File: src/hw/pcm_regs.vh
`ifndef PCM_REGS_VH
`define PCM_REGS_VH

// ****************************************************************
// Register map of the position coordinate monitor.
// ****************************************************************

`define PCM_OFF_SEL0        8'h00
`define PCM_OFF_SEL1        8'h04
`define PCM_OFF_RP_SRC      8'h08
`define PCM_OFF_RP_RATE     8'h0C
`define PCM_OFF_WRAP        8'h10
`define PCM_OFF_STATUS      8'h14

// ****************************************************************
// Field positions, reset values and replay rate limits.
// ****************************************************************

`define PCM_ST_RD_ACTIVE    0
`define PCM_ST_RD_OWNER     1
`define PCM_ST_RP_READY     2
`define PCM_ST_RP_RUN       3
`define PCM_ST_RP_FROZEN    4
`define PCM_SEL0_RST        4'h1
`define PCM_SEL1_RST        4'h8
`define PCM_RP_SRC_RST      2'h0
`define PCM_RP_RATE_RST     14'h0064
`define PCM_RP_RATE_MIN     14'h0001
`define PCM_RP_RATE_MAX     14'h2710
`define PCM_WRAP_RST        1'h0

// ****************************************************************
// Selection codes and frame lengths in bits.
// ****************************************************************

`define PCM_SEL_POS_LO      4'h1
`define PCM_SEL_POS_HI      4'h4
`define PCM_SEL_ALARM       4'h8
`define PCM_SEL_BOTH_LO     4'h9
`define PCM_SEL_BOTH_HI     4'hC
`define PCM_LEN_POS         6'h28
`define PCM_LEN_ALARM       6'h10
`define PCM_LEN_BOTH        6'h30

// ****************************************************************
// Timing: system clock in hertz and the replay rate unit in hertz.
// ****************************************************************

`define PCM_CLK_HZ          28'h5F5E100
`define PCM_RATE_UNIT_HZ    7'h64

`endif

File: src/hw/pcm_monitor.v
`timescale 1ns/1ps
`include "pcm_regs.vh"

module pcm_monitor (
    // Clock and reset.
    input  wire        mclk,
    input  wire        nrst,
    // Register port.
    input  wire [7:0]  reg_addr,
    input  wire [31:0] reg_wdata,
    input  wire        reg_wr,
    input  wire        reg_rd,
    output reg  [31:0] reg_rdata,
    // Position and alarm sources on the system clock.
    input  wire [31:0] fb_pos,
    input  wire [31:0] fb_pos_wrapped,
    input  wire [31:0] cmd_pos,
    input  wire [31:0] cmd_pos_wrapped,
    input  wire [7:0]  alarm_code,
    input  wire        shaft_phase_a,
    input  wire        shaft_phase_b,
    // Pins from the master controller.
    input  wire        readout_request_0,
    input  wire        readout_request_1,
    input  wire        readout_shift_clock,
    input  wire        pulse_replay_request,
    // Pins to the master controller.
    output reg         readout_serial_out,
    output reg         quad_phase_a_out,
    output reg         quad_phase_b_out,
    output reg         pulse_replay_ready
);

    // ****************************************************************
    // Functions.
    // ****************************************************************

    // Picks a position: kind bit 1 selects command side, bit 0 the counter.
    function [31:0] pick_pos;
        input [1:0]  kind;
        input        wrap;
        input [31:0] fb_raw;
        input [31:0] fb_wr;
        input [31:0] cmd_raw;
        input [31:0] cmd_wr;
        begin
            case (kind)
                2'h0:    pick_pos = wrap ? fb_wr : fb_raw;
                2'h1:    pick_pos = fb_raw;
                2'h2:    pick_pos = wrap ? cmd_wr : cmd_raw;
                default: pick_pos = cmd_raw;
            endcase
        end
    endfunction

    // Accepts only the documented selection codes.
    function sel_ok;
        input [3:0] code;
        begin
            sel_ok = (code >= `PCM_SEL_POS_LO && code <= `PCM_SEL_POS_HI) ||
                     (code == `PCM_SEL_ALARM) ||
                     (code >= `PCM_SEL_BOTH_LO && code <= `PCM_SEL_BOTH_HI);
        end
    endfunction

    // Sum of bytes, kept to the low eight bits.
    function [7:0] byte_sum;
        input [31:0] pos;
        input [7:0]  alarm;
        input        has_pos;
        input        has_alarm;
        begin
            byte_sum = 8'h00;
            if (has_pos) begin
                byte_sum = pos[7:0] + pos[15:8] + pos[23:16] + pos[31:24];
            end
            if (has_alarm) begin
                byte_sum = byte_sum + alarm;
            end
        end
    endfunction

    // ****************************************************************
    // Pin synchronisers and edge detectors.
    // ****************************************************************

    reg  [3:0]  sync1_r;
    reg  [3:0]  sync2_r;
    reg  [3:0]  prev_r;
    wire        req0_lvl  = sync2_r[0];
    wire        req1_lvl  = sync2_r[1];
    wire        sclk_rise = sync2_r[2] & ~prev_r[2];
    wire        rpreq_lvl = sync2_r[3];
    wire        req0_rise = sync2_r[0] & ~prev_r[0];
    wire        req1_rise = sync2_r[1] & ~prev_r[1];
    wire        rp_rise   = sync2_r[3] & ~prev_r[3];

    // Two flops per pin; the third stage only feeds edge detection.
    always @(posedge mclk) begin
        if (!nrst) begin
            sync1_r <= 4'h0;
            sync2_r <= 4'h0;
            prev_r  <= 4'h0;
        end else begin
            sync1_r <= {pulse_replay_request, readout_shift_clock,
                        readout_request_1, readout_request_0};
            sync2_r <= sync1_r;
            prev_r  <= sync2_r;
        end
    end

    // ****************************************************************
    // Configuration registers.
    // ****************************************************************

    reg  [3:0]  sel0_r;
    reg  [3:0]  sel1_r;
    reg  [1:0]  rp_src_r;
    reg  [13:0] rp_rate_r;
    reg         wrap_r;

    // Invalid codes and out-of-range rates are ignored so the block never runs undefined.
    always @(posedge mclk) begin
        if (!nrst) begin
            sel0_r    <= `PCM_SEL0_RST;
            sel1_r    <= `PCM_SEL1_RST;
            rp_src_r  <= `PCM_RP_SRC_RST;
            rp_rate_r <= `PCM_RP_RATE_RST;
            wrap_r    <= `PCM_WRAP_RST;
        end else if (reg_wr) begin
            if (reg_addr == `PCM_OFF_SEL0) begin
                if (sel_ok(reg_wdata[3:0]) && reg_wdata[31:4] == 28'h0000000) begin
                    sel0_r <= reg_wdata[3:0];
                end
            end else if (reg_addr == `PCM_OFF_SEL1) begin
                if (sel_ok(reg_wdata[3:0]) && reg_wdata[31:4] == 28'h0000000) begin
                    sel1_r <= reg_wdata[3:0];
                end
            end else if (reg_addr == `PCM_OFF_RP_SRC) begin
                rp_src_r <= reg_wdata[1:0];
            end else if (reg_addr == `PCM_OFF_RP_RATE) begin
                if (reg_wdata[31:14] == 18'h00000 &&
                    reg_wdata[13:0] >= `PCM_RP_RATE_MIN &&
                    reg_wdata[13:0] <= `PCM_RP_RATE_MAX) begin
                    rp_rate_r <= reg_wdata[13:0];
                end
            end else if (reg_addr == `PCM_OFF_WRAP) begin
                wrap_r <= reg_wdata[0];
            end
        end
    end

    // ****************************************************************
    // Serial readout.
    // ****************************************************************

    reg  [47:0] rd_sr_r;
    reg  [5:0]  rd_left_r;
    reg         rd_active_r;
    reg         rd_owner_r;
    wire [3:0]  rd_sel     = req0_rise ? sel0_r : sel1_r;
    wire        rd_has_pos = (rd_sel >= `PCM_SEL_POS_LO && rd_sel <= `PCM_SEL_POS_HI) ||
                             (rd_sel >= `PCM_SEL_BOTH_LO && rd_sel <= `PCM_SEL_BOTH_HI);
    wire        rd_has_alm = (rd_sel == `PCM_SEL_ALARM) ||
                             (rd_sel >= `PCM_SEL_BOTH_LO && rd_sel <= `PCM_SEL_BOTH_HI);
    wire [1:0]  rd_kind    = rd_sel[1:0] - 2'h1;
    wire [31:0] rd_pos     = pick_pos(rd_kind, wrap_r, fb_pos, fb_pos_wrapped,
                                      cmd_pos, cmd_pos_wrapped);
    wire [7:0]  rd_sum     = byte_sum(rd_pos, alarm_code, rd_has_pos, rd_has_alm);
    wire        owner_lvl  = rd_owner_r ? req1_lvl : req0_lvl;
    reg  [47:0] rd_frame;
    reg  [5:0]  rd_len;

    // Frame assembly: bit 0 leaves first, so low fields sit in low bits.
    always @* begin
        rd_frame = 48'h000000000000;
        rd_len   = 6'h00;
        if (rd_has_pos && rd_has_alm) begin
            rd_frame = {rd_sum, alarm_code, rd_pos};
            rd_len   = `PCM_LEN_BOTH;
        end else if (rd_has_pos) begin
            rd_frame = {8'h00, rd_sum, rd_pos};
            rd_len   = `PCM_LEN_POS;
        end else if (rd_has_alm) begin
            rd_frame = {32'h00000000, rd_sum, alarm_code};
            rd_len   = `PCM_LEN_ALARM;
        end
    end

    // Request 0 wins if both rise together; a drop of the owning request aborts.
    always @(posedge mclk) begin
        if (!nrst) begin
            rd_sr_r            <= 48'h000000000000;
            rd_left_r          <= 6'h00;
            rd_active_r        <= 1'b0;
            rd_owner_r         <= 1'b0;
            readout_serial_out <= 1'b0;
        end else if (!rd_active_r && (req0_rise || req1_rise)) begin
            rd_sr_r            <= rd_frame;
            rd_left_r          <= rd_len;
            rd_active_r        <= 1'b1;
            rd_owner_r         <= ~req0_rise;
            readout_serial_out <= 1'b1;
        end else if (rd_active_r && !owner_lvl) begin
            rd_active_r        <= 1'b0;
            rd_left_r          <= 6'h00;
            readout_serial_out <= 1'b0;
        end else if (rd_active_r && sclk_rise) begin
            if (rd_left_r != 6'h00) begin
                readout_serial_out <= rd_sr_r[0];
                rd_sr_r            <= {1'b0, rd_sr_r[47:1]};
                rd_left_r          <= rd_left_r - 6'h01;
            end else begin
                readout_serial_out <= 1'b0;
            end
        end
    end

    // ****************************************************************
    // Pulse replay.
    // ****************************************************************

    reg         rp_frozen_r;
    reg         rp_run_r;
    reg         rp_neg_r;
    reg  [31:0] rp_left_r;
    reg  [27:0] rp_acc_r;
    wire [31:0] rp_pos   = pick_pos({~rp_src_r[1], rp_src_r[0]}, wrap_r, fb_pos,
                                    fb_pos_wrapped, cmd_pos, cmd_pos_wrapped);
    wire [31:0] rp_mag   = rp_pos[31] ? (32'h00000000 - rp_pos) : rp_pos;
    wire [27:0] rp_inc   = {14'h0000, rp_rate_r} * {21'h000000, `PCM_RATE_UNIT_HZ};
    wire [27:0] rp_sum   = rp_acc_r + rp_inc;
    wire        rp_tick  = rp_sum >= `PCM_CLK_HZ;

    // Phase accumulator sets the edge rate without a divider by a variable.
    always @(posedge mclk) begin
        if (!nrst) begin
            rp_frozen_r        <= 1'b0;
            rp_run_r           <= 1'b0;
            rp_neg_r           <= 1'b0;
            rp_left_r          <= 32'h00000000;
            rp_acc_r           <= 28'h0000000;
            pulse_replay_ready <= 1'b0;
            quad_phase_a_out   <= 1'b0;
            quad_phase_b_out   <= 1'b0;
        end else if (!rp_frozen_r) begin
            quad_phase_a_out <= shaft_phase_a;
            quad_phase_b_out <= shaft_phase_b;
            if (rp_rise) begin
                rp_frozen_r        <= 1'b1;
                quad_phase_a_out   <= quad_phase_a_out;
                quad_phase_b_out   <= quad_phase_b_out;
                rp_neg_r           <= rp_pos[31];
                rp_left_r          <= rp_mag;
                rp_acc_r           <= 28'h0000000;
                pulse_replay_ready <= 1'b1;
            end
        end else if (!rpreq_lvl) begin
            rp_frozen_r        <= 1'b0;
            rp_run_r           <= 1'b0;
            pulse_replay_ready <= 1'b0;
        end else if (!rp_run_r) begin
            if (pulse_replay_ready && sclk_rise) begin
                rp_run_r <= 1'b1;
            end
        end else if (rp_left_r == 32'h00000000) begin
            pulse_replay_ready <= 1'b0;
        end else if (rp_tick) begin
            rp_acc_r  <= rp_sum - `PCM_CLK_HZ;
            rp_left_r <= rp_left_r - 32'h00000001;
            if (!rp_neg_r) begin
                quad_phase_a_out <= ~quad_phase_b_out;
                quad_phase_b_out <= quad_phase_a_out;
            end else begin
                quad_phase_a_out <= quad_phase_b_out;
                quad_phase_b_out <= ~quad_phase_a_out;
            end
        end else begin
            rp_acc_r <= rp_sum;
        end
    end

    // ****************************************************************
    // Register read port.
    // ****************************************************************

    // Read data stands one cycle after the strobe; unmapped reads give zero.
    always @(posedge mclk) begin
        if (!nrst) begin
            reg_rdata <= 32'h00000000;
        end else if (reg_rd) begin
            if (reg_addr == `PCM_OFF_SEL0) begin
                reg_rdata <= {28'h0000000, sel0_r};
            end else if (reg_addr == `PCM_OFF_SEL1) begin
                reg_rdata <= {28'h0000000, sel1_r};
            end else if (reg_addr == `PCM_OFF_RP_SRC) begin
                reg_rdata <= {30'h00000000, rp_src_r};
            end else if (reg_addr == `PCM_OFF_RP_RATE) begin
                reg_rdata <= {18'h00000, rp_rate_r};
            end else if (reg_addr == `PCM_OFF_WRAP) begin
                reg_rdata <= {31'h00000000, wrap_r};
            end else if (reg_addr == `PCM_OFF_STATUS) begin
                reg_rdata <= {27'h0000000, rp_frozen_r, rp_run_r,
                              pulse_replay_ready, rd_owner_r, rd_active_r};
            end else begin
                reg_rdata <= 32'h00000000;
            end
        end else begin
            reg_rdata <= 32'h00000000;
        end
    end

endmodule

File: config.mk
export PLATFORM = sky130hd
export DESIGN_NAME = pcm_monitor
export DESIGN_NICKNAME = d
export VERILOG_FILES = /design/src/hw/pcm_monitor.v
export VERILOG_INCLUDE_DIRS = /design/src /design/src/hw
export SDC_FILE = /design/constraint.sdc
export NUM_CORES = 1
export LEC_CHECK = 0
export CAP_MARGIN = 10
export CORE_ASPECT_RATIO = 1.4
export CORE_MARGIN = 1.5
export CORE_UTILIZATION = 30
export DETAILED_ROUTE_END_ITERATION = 6
export DONT_BUFFER_PORTS = 1
export REMOVE_ABC_BUFFERS = 1
export SLEW_MARGIN = 20
export SYNTH_ARGS = -nofsm -noshare
export SYNTH_HDL_FRONTEND = slang
export SYNTH_SLANG_ARGS = --single-unit
export TNS_END_PERCENT = 10
File: constraint.sdc
create_clock -name mclk -period 7.8 [get_ports mclk]
set_input_delay 0.39 -clock mclk [delete_from_list [all_inputs] [get_ports mclk]]
set_output_delay 0.39 -clock mclk [all_outputs]
set_load 0.005 [all_outputs]
==> impl_metrics.env, run 1 <==
export IMPL_drt_pass1_iterations=5
export IMPL_syn_avg_cell_area_um2=8.27
export IMPL_drv_cap=0
export IMPL_drc=0
export IMPL_numPortBuffers=0
export IMPL_finalClockSkew_ns=0.0179
export IMPL_peakVddDrop_mv=0.129
export IMPL_max_freq_mhz=139
export IMPL_fin_crit_sh_pct=92.3
export IMPL_synth_top_cells_by_count="195 x nor2_1, 172 x dfxtp_1, 172 x nand2_1"
export IMPL_synthMostInstantiatedCell="nor2_1"
export IMPL_syn_area_mm2=0.0149
export IMPL_wirelength_um=46700
export IMPL_crit_fanout=17
export IMPL_synthFlopType="dfxtp_1"
export IMPL_worstSetupEndpointType="register"
export IMPL_layout_drive_gt1_share_pct=10.5
export IMPL_whs_ns=0.0577
export IMPL_antenna_found_initial=5
export IMPL_initial_core_util_pct=30.4
export IMPL_num_io_pins=222
export IMPL_grt_max_degree=68
export IMPL_gp_congestion=0.965
export IMPL_synth_cells=1802
export IMPL_powerDensity_mw_per_mm2=149
export IMPL_clk_pin_slew_worst_paths_ns=0.07
export IMPL_grt_use_total_pct=18.2
export IMPL_synth_enable_flop_cells=0
export IMPL_finalInstanceArea_mm2=0.0161
export IMPL_nets=2047
export IMPL_root_buffer="clkbuf_16"
export IMPL_criticalPathCategory="register to register"
export IMPL_multiInputGateArea_mm2=0.0107
export IMPL_path_cells="ha_1 -> ha_1 -> fa_1 -> ha_1 -> a21oi_1 -> o21ai_0 -> a21oi_1 -> o21ai_0 -> a21oi_1 -> o21ai_0 -> a2111oi_0 -> or3_1 -> o311ai_0 -> ha_1 -> a41oi_1 -> a221oi_1 -> o21ai_0 -> xor2_1 -> a2111oi_4 -> buf_4 -> o21ai_1 -> or3_1 -> a32o_1"
export IMPL_worst_slew_pin_slew_ns=0.867
export IMPL_syn2layout_area_growth_pct=8.20
export IMPL_ant_nets=0
export IMPL_clockBufferDepth=2
export IMPL_yosysWarnings=0
export IMPL_crit_family="compound AO/OA/AOI/OAI gates"
export IMPL_cpPeakStageDelay_ns=0.62
export IMPL_rsz0062_at_grt="no"
export IMPL_vias=13567
export IMPL_detailed_place_hpwl_um=36400
export IMPL_synth_top_cell_by_area="dfxtp_1"
export IMPL_die_width_um=191
export IMPL_die_h_um=267
export IMPL_grt_overflow_total=0
export IMPL_synth_seq_area_share_pct=23.1
export IMPL_grt_pass1_wl_um=72400
export IMPL_status="finished, final reports clean"
export IMPL_synth_distinct_cells=88
export IMPL_slowest_stage="a221oi_1"
export IMPL_fillCellCount=5200
export IMPL_ys_ff_latch=172
export IMPL_startpoint_type="register"
export IMPL_max_slew_margin_pct=41.6
export IMPL_hold_class="primary input to register"
export IMPL_fp_dieArea_mm2=0.0511
export IMPL_report_final_hold_viol_count=0
export IMPL_h_tree_depth=4
export IMPL_period_needed_ns=7.20
export IMPL_setup_violations=0
export IMPL_seq_area_mm2=0.00345
export IMPL_viasPerCell=5.65
export IMPL_crit_arrival_ns=7.54
export IMPL_drt_iter0_drc=744
export IMPL_numCtsBuffers=17
export IMPL_synth_area_leaders="dfxtp_1 23%, mux4_2 8.9%, ha_1 7.2%, mux2i_1 5.2%, nor2_1 4.9%"
export IMPL_core_mm2=0.0490
export IMPL_maxSlewViolCount=0
export IMPL_async_reset_ff_share_pct=0
export IMPL_worstPathRequired_ns=8.14
export IMPL_num_rows=96
export IMPL_placed_area_mm2=0.0155
export IMPL_synth_top_area_share_pct=23.1
export IMPL_p_leak_uw=0.00636
export IMPL_clock_sinks=172
export IMPL_wl_per_cell_um=19.5
export IMPL_grt_pass1_vias=13300
export IMPL_clock_latency_ns=0.46
export IMPL_tritoncts="done"
export IMPL_crit_buf_inv=1
power breakdown:
group / switching [uW] / internal (uW) / total (uW) / leakage, uW
sequential: 24.5 / 912 / 936 / 0.00140
combinational: 329 / 213 / 542 / 0.00467
clock: 411 / 511 / 922 / 0.000292
worst reg2reg max path: cells and delay by family (launching register included):
family / cells / cell delay, ns
xor gates and xnor gates: 1 / 0.23
AOI/OAI and AO/OA: 14 / 3.72
adders and majority gates: 5 / 1.85
and+or+nand+nor: 2 / 0.56
DFF: 1 / 0.42
buffers and inverters: 1 / 0.31
flip-flops by register name, summed over array words and instances (netlist names), 2 cells and up:
| register | flops |
|---|---|
| prev_r | 4 |
| rd_left_r | 6 |
| rd_sr_r | 48 |
| reg_rdata | 14 |
| rp_acc_r | 26 |
| rp_left_r | 32 |
| rp_rate_r | 14 |
| rp_src_r | 2 |
| sel0_r | 4 |
| sel1_r | 4 |
| sync1_r | 4 |
| sync2_r | 4 |
cell families after synthesis:
family / count (synthesis) / synth area share, %
simple gates: 590 / 18.2
compound gates: 468 / 20.9
buf+inv: 210 / 5.98
flops: 172 / 23.1
mux: 154 / 15.4
fa+ha+maj: 111 / 10.6
xor+xnor: 96 / 5.74
other cells: 1 / 0.0252
worst paths after layout:
check	from	to	slack, ns	depth (start not counted)
setup / recovery	rp_rate_r[3]	rp_acc_r[24]	0.60	23
hold / removal	reg_wdata[5]	rp_rate_r[5]	0.06	2
setup reg to reg	rp_rate_r[3]	rp_acc_r[24]	0.60	23
hold reg to reg	prev_r[3]	rp_frozen_r	0.44	1
placed cells by master (no fill, tap or decap), types with 16 or more instances in the layout:
master     Yosys  final
nand2_1      172    172
nor3_1        54     53
xnor2_1       53     53
mux4_2        59     59
xor2_1        41     41
mux2_2        17     17
clkbuf_16      0     17
conb_1         1     18
nor2_1       195    195
nand3_1       50     50
buf_4         21     33
o21ai_0      109    108
dfxtp_1      172    169
a21oi_1      128    127
mux2i_1       78     77
o211ai_1      40     40
a221oi_1      20     20
a211oi_1      17     16
a21o_1        16     16
and2_1        22     22
ha_1          86     86
fa_1          25     25
inv_1         86     86
metrics by stage:
step | TNS [ns] | util (%) | total power [uW] | setup WS [ns] | cells
6_report | 0 | 32.9 | 2400 | 0.604 | 2401
5_1_grt | 0 | 32.9 | 2520 | 0.0632 | 2401
4_1_cts | 0 | 32.9 | 2420 | 0.381 | 2398
3_5_place_dp | 0 | 31.6 | 1490 | 0.420 | 2367
3_3_place_gp | 0 | 31.6 | 1480 | 0.647 | 2367
2_1_floorplan | -8.46 | - | 1340 | -1.08 | 1698
layer usage:
metal,vias up,track usage (%),wire [um]
li1,6446,-,-
met1,6569,19.6,17400
met2,424,33.1,24400
met3,122,3.22,2270
met4,6,10.7,2650
met5,-,0,36
final cells by class:
type / count / area share (%)
Tap cell: 637 / 4.94
Clock inverter: 14 / 1.16
Multi-Input combinational cell: 1437 / 66.2
Timing Repair Buffer: 33 / 1.54
Inverter: 89 / 2.08
Clock buffer: 17 / 2.64
Sequential cell: 172 / 21.4
Antenna cell: 2 / 0.0310
repair_timing:
item | CTS | global route
gates resized for setup | 0 | 3
setup endpoints to repair | 0 | 31
buffers inserted | 0 | 1
hold buffers | 0 | 0
Power figures use the tool's default switching activity.
==> inputs of run 2 (changes only) <==
MAX_ROUTING_LAYER = met4   (was default)
==> impl_metrics.env, run 2 (synthesis results as in run 1) <==
export IMPL_layout_drive_gt1_share_pct=10.3
export IMPL_setup_violations=0
export IMPL_finalClockSkew_ns=0.0161
export IMPL_clk_pin_slew_worst_paths_ns=0.08
export IMPL_crit_arrival_ns=7.50
export IMPL_maxUsedRoutingLayer="met4"
export IMPL_grt_max_degree=68
export IMPL_initial_core_util_pct=30.4
export IMPL_hold_class="primary input to register"
export IMPL_peakVddDrop_mv=0.101
export IMPL_rsz0062_at_grt="no"
export IMPL_drc=0
export IMPL_wl_met2_um=25200
export IMPL_drt_pass1_iterations=5
export IMPL_drv_cap=0
export IMPL_multiInputGateArea_mm2=0.0107
export IMPL_reg_top3="rd_sr_r x48, rp_left_r x32, rp_acc_r x26"
export IMPL_period_needed_ns=7.16
export IMPL_drt_met1_wl_um=17800
export IMPL_numPortBuffers=0
export IMPL_worstSetupEndpointType="register"
export IMPL_wl_per_cell_um=19.7
export IMPL_total_power_uw=2480
export IMPL_numCtsBuffers=17
export IMPL_worst_slew_pin_slew_ns=0.962
export IMPL_die_h_um=267
export IMPL_h_tree_depth=4
export IMPL_detailed_place_hpwl_um=36600
export IMPL_clock_latency_ns=0.46
export IMPL_syn2layout_area_growth_pct=8.44
export IMPL_seq_area_mm2=0.00345
export IMPL_tns_ns=0
export IMPL_viasPerCell=5.67
export IMPL_largest_reg_flops=48
export IMPL_grt_overflow_total=0
export IMPL_grt_pass1_wl_um=73400
export IMPL_top_register="rd_sr_r"
export IMPL_nets=2045
export IMPL_max_freq_mhz=140
export IMPL_powerDensity_mw_per_mm2=153
export IMPL_crit_fanout=17
export IMPL_placed_area_mm2=0.0155
export IMPL_core_mm2=0.0490
export IMPL_drt_iter0_drc=802
export IMPL_fp_dieArea_mm2=0.0511
export IMPL_startpoint_type="register"
export IMPL_criticalPathCategory="register to register"
export IMPL_layout_common_cells="195 x nor2_1, 172 x nand2_1, 169 x dfxtp_1, 127 x a21oi_1, 108 x o21ai_0"
export IMPL_pre_cts_ws_ns=0.480
export IMPL_finalInstanceArea_mm2=0.0162
export IMPL_num_io_pins=222
export IMPL_fin_crit_sh_pct=91.7
export IMPL_gp_congestion=0.947
export IMPL_die_width_um=191
export IMPL_wirelength_um=47300
export IMPL_report_final_hold_viol_count=0
export IMPL_status="finished, final reports clean"
export IMPL_fillCellCount=5210
export IMPL_met3_length_um=2190
export IMPL_root_buffer="clkbuf_16"
export IMPL_grt_pass1_vias=13456
export IMPL_maxSlewViolCount=0
export IMPL_antenna_found_initial=5
export IMPL_vias=13616
export IMPL_max_slew_margin_pct=35.4
export IMPL_ant_nets=0
export IMPL_worstPathRequired_ns=8.15
export IMPL_clockBufferDepth=2
export IMPL_grt_use_total_pct=19.0
export IMPL_whs_ns=0.0604
export IMPL_final_common_cell="nor2_1"
export IMPL_clock_sinks=172
export IMPL_tritoncts="done"
export IMPL_num_rows=96
export IMPL_p_leak_uw=0.00638
export IMPL_fin_ws_ns=0.644
-- run 2: cell count changes in the layout (fill, tap and decap cells not counted), moves of 2 or more --
cell,previous run,this run
buf_4,33,31
bufinv_16,3,5
diode_2,2,5
clkinvlp_4,3,0
-- run 2: repair_timing --
item,CTS,global route
hold buffers,0,0
setup buffers,0,1
resized for setup,0,2
setup endpoints to repair,0,43
-- run 2: worst paths after layout --
| check | startpoint | to | slack (ns) | cells past startpoint |
|---|---|---|---|---|
| worst max-delay path | rp_rate_r[1] | rp_acc_r[24] | 0.64 | 27 |
| worst max register to register | rp_rate_r[1] | rp_acc_r[24] | 0.64 | 27 |
| worst min-delay path | reg_wdata[6] | rp_rate_r[6] | 0.06 | 2 |
| worst min register to register | sync1_r[1] | sync2_r[1] | 0.44 | 1 |
-- run 2: through the flow --
step           instances  utilization [%]
5_1_grt             2403             33.0
4_1_cts             2397             32.9
2_1_floorplan       1698                -
3_5_place_dp        2365             31.6
6_report            2403             33.0
3_3_place_gp        2365             31.6
-- run 2: layer usage --
metal  vias up  GRT usage [%]
met5         -              -
met4         0           9.63
met3       100           3.01
met2       431           34.3
met1      6640           19.8
li1       6445              -
-- run 2: power by group --
part / internal [uW] / switching [uW]
Sequential: 912 / 25.5
Clock: 578 / 416
Combinational: 213 / 334
-- run 2: final cells by class --
class,count,area share (%)
clock inverters,14,1.42
flip-flops and latches,172,21.3
diodes,5,0.0774
clock buffers,18,2.66
inverters,89,2.07
well taps,637,4.93
multi-input cells,1437,66.1
repair buffers,31,1.44
-- run 2: critical path: stages (launching register included) --
cell and delay (ns):
dfxtp_1 0.46, ha_1 0.28, ha_1 0.30, ha_1 0.30, inv_1 0.06, fa_1 0.46
nor2b_1 0.12, o21ai_0 0.09, a21boi_0 0.23, o21ai_0 0.14, a21boi_0 0.24, o21ai_0 0.14
a21boi_0 0.24, o21ai_1 0.14, a211oi_1 0.35, xor2_1 0.15, ha_1 0.46, a21oi_1 0.14
a21bo_2 0.22, a21oi_1 0.27, inv_1 0.16, nor4b_2 0.32, o211ai_1 0.28, a2111oi_4 0.44
buf_4 0.32, o21ai_1 0.14, or3_1 0.33, a32o_1 0.25
==> inputs of run 3 (changes only) <==
ABC_AREA = 1   (was default)
==> impl_metrics.env, run 3 <==
export IMPL_report_final_hold_viol_count=0
export IMPL_die_h_um=280
export IMPL_synth_distinct_cells=68
export IMPL_synth_seq_area_share_pct=20.9
export IMPL_ys_ff_latch=172
export IMPL_ctsHoldBuffers=0
export IMPL_synth_enable_flop_cells=0
export IMPL_grt_overflow_total=0
export IMPL_yosysWarnings=0
export IMPL_root_buffer="clkbuf_16"
export IMPL_finalInstanceArea_mm2=0.0176
export IMPL_fillCellCount=6111
export IMPL_synth_top_area_share_pct=20.9
export IMPL_dp_cells=3387
export IMPL_clock_latency_ns=0.47
export IMPL_period_needed_ns=6.75
export IMPL_top_register="rd_sr_r"
export IMPL_finalClockSkew_ns=0.0212
export IMPL_postCtsSetupRepairBufs=0
export IMPL_viasPerCell=5.19
export IMPL_syn_avg_cell_area_um2=5.99
export IMPL_wl_per_cell_um=17.7
export IMPL_numCtsBuffers=17
export IMPL_status="finished, final reports clean"
export IMPL_clk_pin_slew_worst_paths_ns=0.08
export IMPL_drv_cap=0
export IMPL_antenna_found_initial=3
export IMPL_drt_pass1_iterations=5
export IMPL_numPortBuffers=0
export IMPL_largest_reg_flops=48
export IMPL_ctsResizeCount=0
export IMPL_syn2layout_area_growth_pct=6.67
export IMPL_die_width_um=201
export IMPL_max_slew_margin_pct=32.9
export IMPL_hold_class="primary input to register"
export IMPL_worst_slew_pin_slew_ns=1.01
export IMPL_h_tree_depth=4
export IMPL_drt_iter0_drc=1496
export IMPL_synth_top_cell_by_area="dfxtp_1"
export IMPL_placed_area_mm2=0.0170
export IMPL_grt_pass1_vias=16915
export IMPL_reg_top3="rd_sr_r x48, rp_left_r x32, rp_acc_r x26"
export IMPL_num_io_pins=222
export IMPL_synthMostInstantiatedCell="nand2_1"
export IMPL_fin_crit_sh_pct=86.5
export IMPL_max_freq_mhz=148
export IMPL_synth_top_cells_by_count="807 x nand2_1, 318 x inv_1, 258 x nor2_1"
export IMPL_maxSlewViolCount=0
export IMPL_powerDensity_mw_per_mm2=142
export IMPL_worstPathRequired_ns=8.18
export IMPL_vias=17761
export IMPL_grt_pass1_wl_um=95200
export IMPL_synthFlopType="dfxtp_1"
export IMPL_drc=0
export IMPL_crit_arrival_ns=7.13
export IMPL_clockBufferDepth=2
export IMPL_criticalPathCategory="register to register"
export IMPL_wirelength_um=60700
export IMPL_synth_cells=2749
export IMPL_layout_common_cells="806 x nand2_1, 318 x inv_1, 256 x nor2_1, 200 x o21ai_0, 194 x a21oi_1"
export IMPL_setup_violations=0
export IMPL_clock_sinks=172
export IMPL_crit_fanout=21
export IMPL_grt_max_degree=115
export IMPL_fp_dieArea_mm2=0.0563
export IMPL_rsz0062_at_grt="no"
export IMPL_instances_no_fill=3422
export IMPL_async_reset_ff_share_pct=0
export IMPL_core_mm2=0.0542
export IMPL_num_rows=101
export IMPL_syn_area_mm2=0.0165
export IMPL_grt_use_total_pct=22.1
export IMPL_detailed_place_hpwl_um=47400
export IMPL_gp_congestion=1.02
export IMPL_worstSetupEndpointType="register"
export IMPL_nets=2982
export IMPL_tritoncts="done"
export IMPL_layout_drive_gt1_share_pct=5.56
export IMPL_final_common_cell="nand2_1"
export IMPL_peakVddDrop_mv=0.138
export IMPL_tns_ns=0
export IMPL_startpoint_type="register"
export IMPL_ant_nets=0
export IMPL_p_leak_uw=0.00826
export IMPL_initial_core_util_pct=30.4
export IMPL_synth_area_leaders="dfxtp_1 21%, nand2_1 18%, inv_1 7.3%, ha_1 6.5%, o21ai_0 6.1%"
-- run 3: cell count changes in the layout (fill, tap and decap cells not counted), sizes merged, moves of 77 or more --
cell | before | now
mux2i | 78 | 1
nand2 | 172 | 818
o21ai | 118 | 247
inv | 93 | 354
nand3 | 50 | 163
nor2 | 195 | 274
-- run 3: power breakdown --
part | switching (uW) | internal (uW)
Combinational | 459 | 227
Sequential | 35.6 | 924
Clock | 433 | 422
-- run 3: worst max-delay path: stages (launching register included) --
cell and delay, ns:
dfxtp_1 0.35, nand2_1 0.29, o21ai_2 0.85, nor2_1 0.43, buf_4 0.29, a22o_1 0.20, a221oi_1 0.40, fa_1 0.52
fa_1 0.55, inv_1 0.07, ha_1 0.27, nand2_1 0.05, nand2_1 0.05, a21oi_1 0.06, or2_2 0.29, nand2_1 0.06
nand2_1 0.04, nand2_1 0.06, xor2_1 0.21, nor2_1 0.07, ha_1 0.35, inv_1 0.07, o311ai_0 0.48, a21oi_1 0.11
o21ai_0 0.15, xnor2_1 0.16, nand3_1 0.09, a21oi_1 0.13
-- run 3: routing by layer --
layer | track usage [%] | share of wire (%) | wire [um] | vias up
li1 | - | - | - | 8845
met1 | 23.5 | 39 | 23400 | 8107
met2 | 37.9 | 49 | 29700 | 626
met3 | 4.32 | 6.3 | 3840 | 183
met4 | 13.3 | 6.1 | 3720 | 0
met5 | - | 0 | 0 | -
-- run 3: metrics by stage --
stage	setup WS (ns)	power [uW]	hold WS [ns]	util [%]
after floorplan	1.40	1460	0.390	-
after global placement	1.24	1650	0.394	31.3
after detailed placement	1.14	1650	0.398	31.3
after CTS	1.11	2510	0.00367	32.4
after global routing	0.472	2650	0.0172	32.4
final	1.05	2500	0.0202	32.4
-- run 3: final timing paths --
kind	slack [ns]	end	cells past startpoint	startpoint
setup reg to reg	1.05	rd_sr_r[47]	27	sync2_r[0]
setup / recovery	1.05	rd_sr_r[47]	27	sync2_r[0]
hold reg to reg	0.41	sync2_r[3]	2	sync1_r[3]
hold / removal	0.02	sync1_r[2]	2	readout_shift_clock
-- run 3: final cells by class --
cell class | instances | area, um^2 | share of cell area, %
flip-flops and latches | 172 | 3450 | 19.6
clock buffers | 18 | 429 | 2.44
inverters | 350 | 1320 | 7.50
multi-input cells | 2124 | 11200 | 63.6
repair buffers | 20 | 150 | 0.855
diodes | 3 | 7.51 | 0.0428
well taps | 721 | 902 | 5.14
clock inverters | 14 | 133 | 0.755
-- run 3: logic make-up (layout without fill, tap and decap cells) --
kind of cell    Yosys count  after routing  synth area share, %
simple gates           1376           1376                 35.4
flops                   172            172                 20.9
xor+xnor                 49             49                 2.70
fa+ha+maj               111            111                 9.58
other cells               1             21               0.0228
compound gates          569            569                 19.6
mux                       1              1               0.0608
buf+inv                 470            402                 11.7
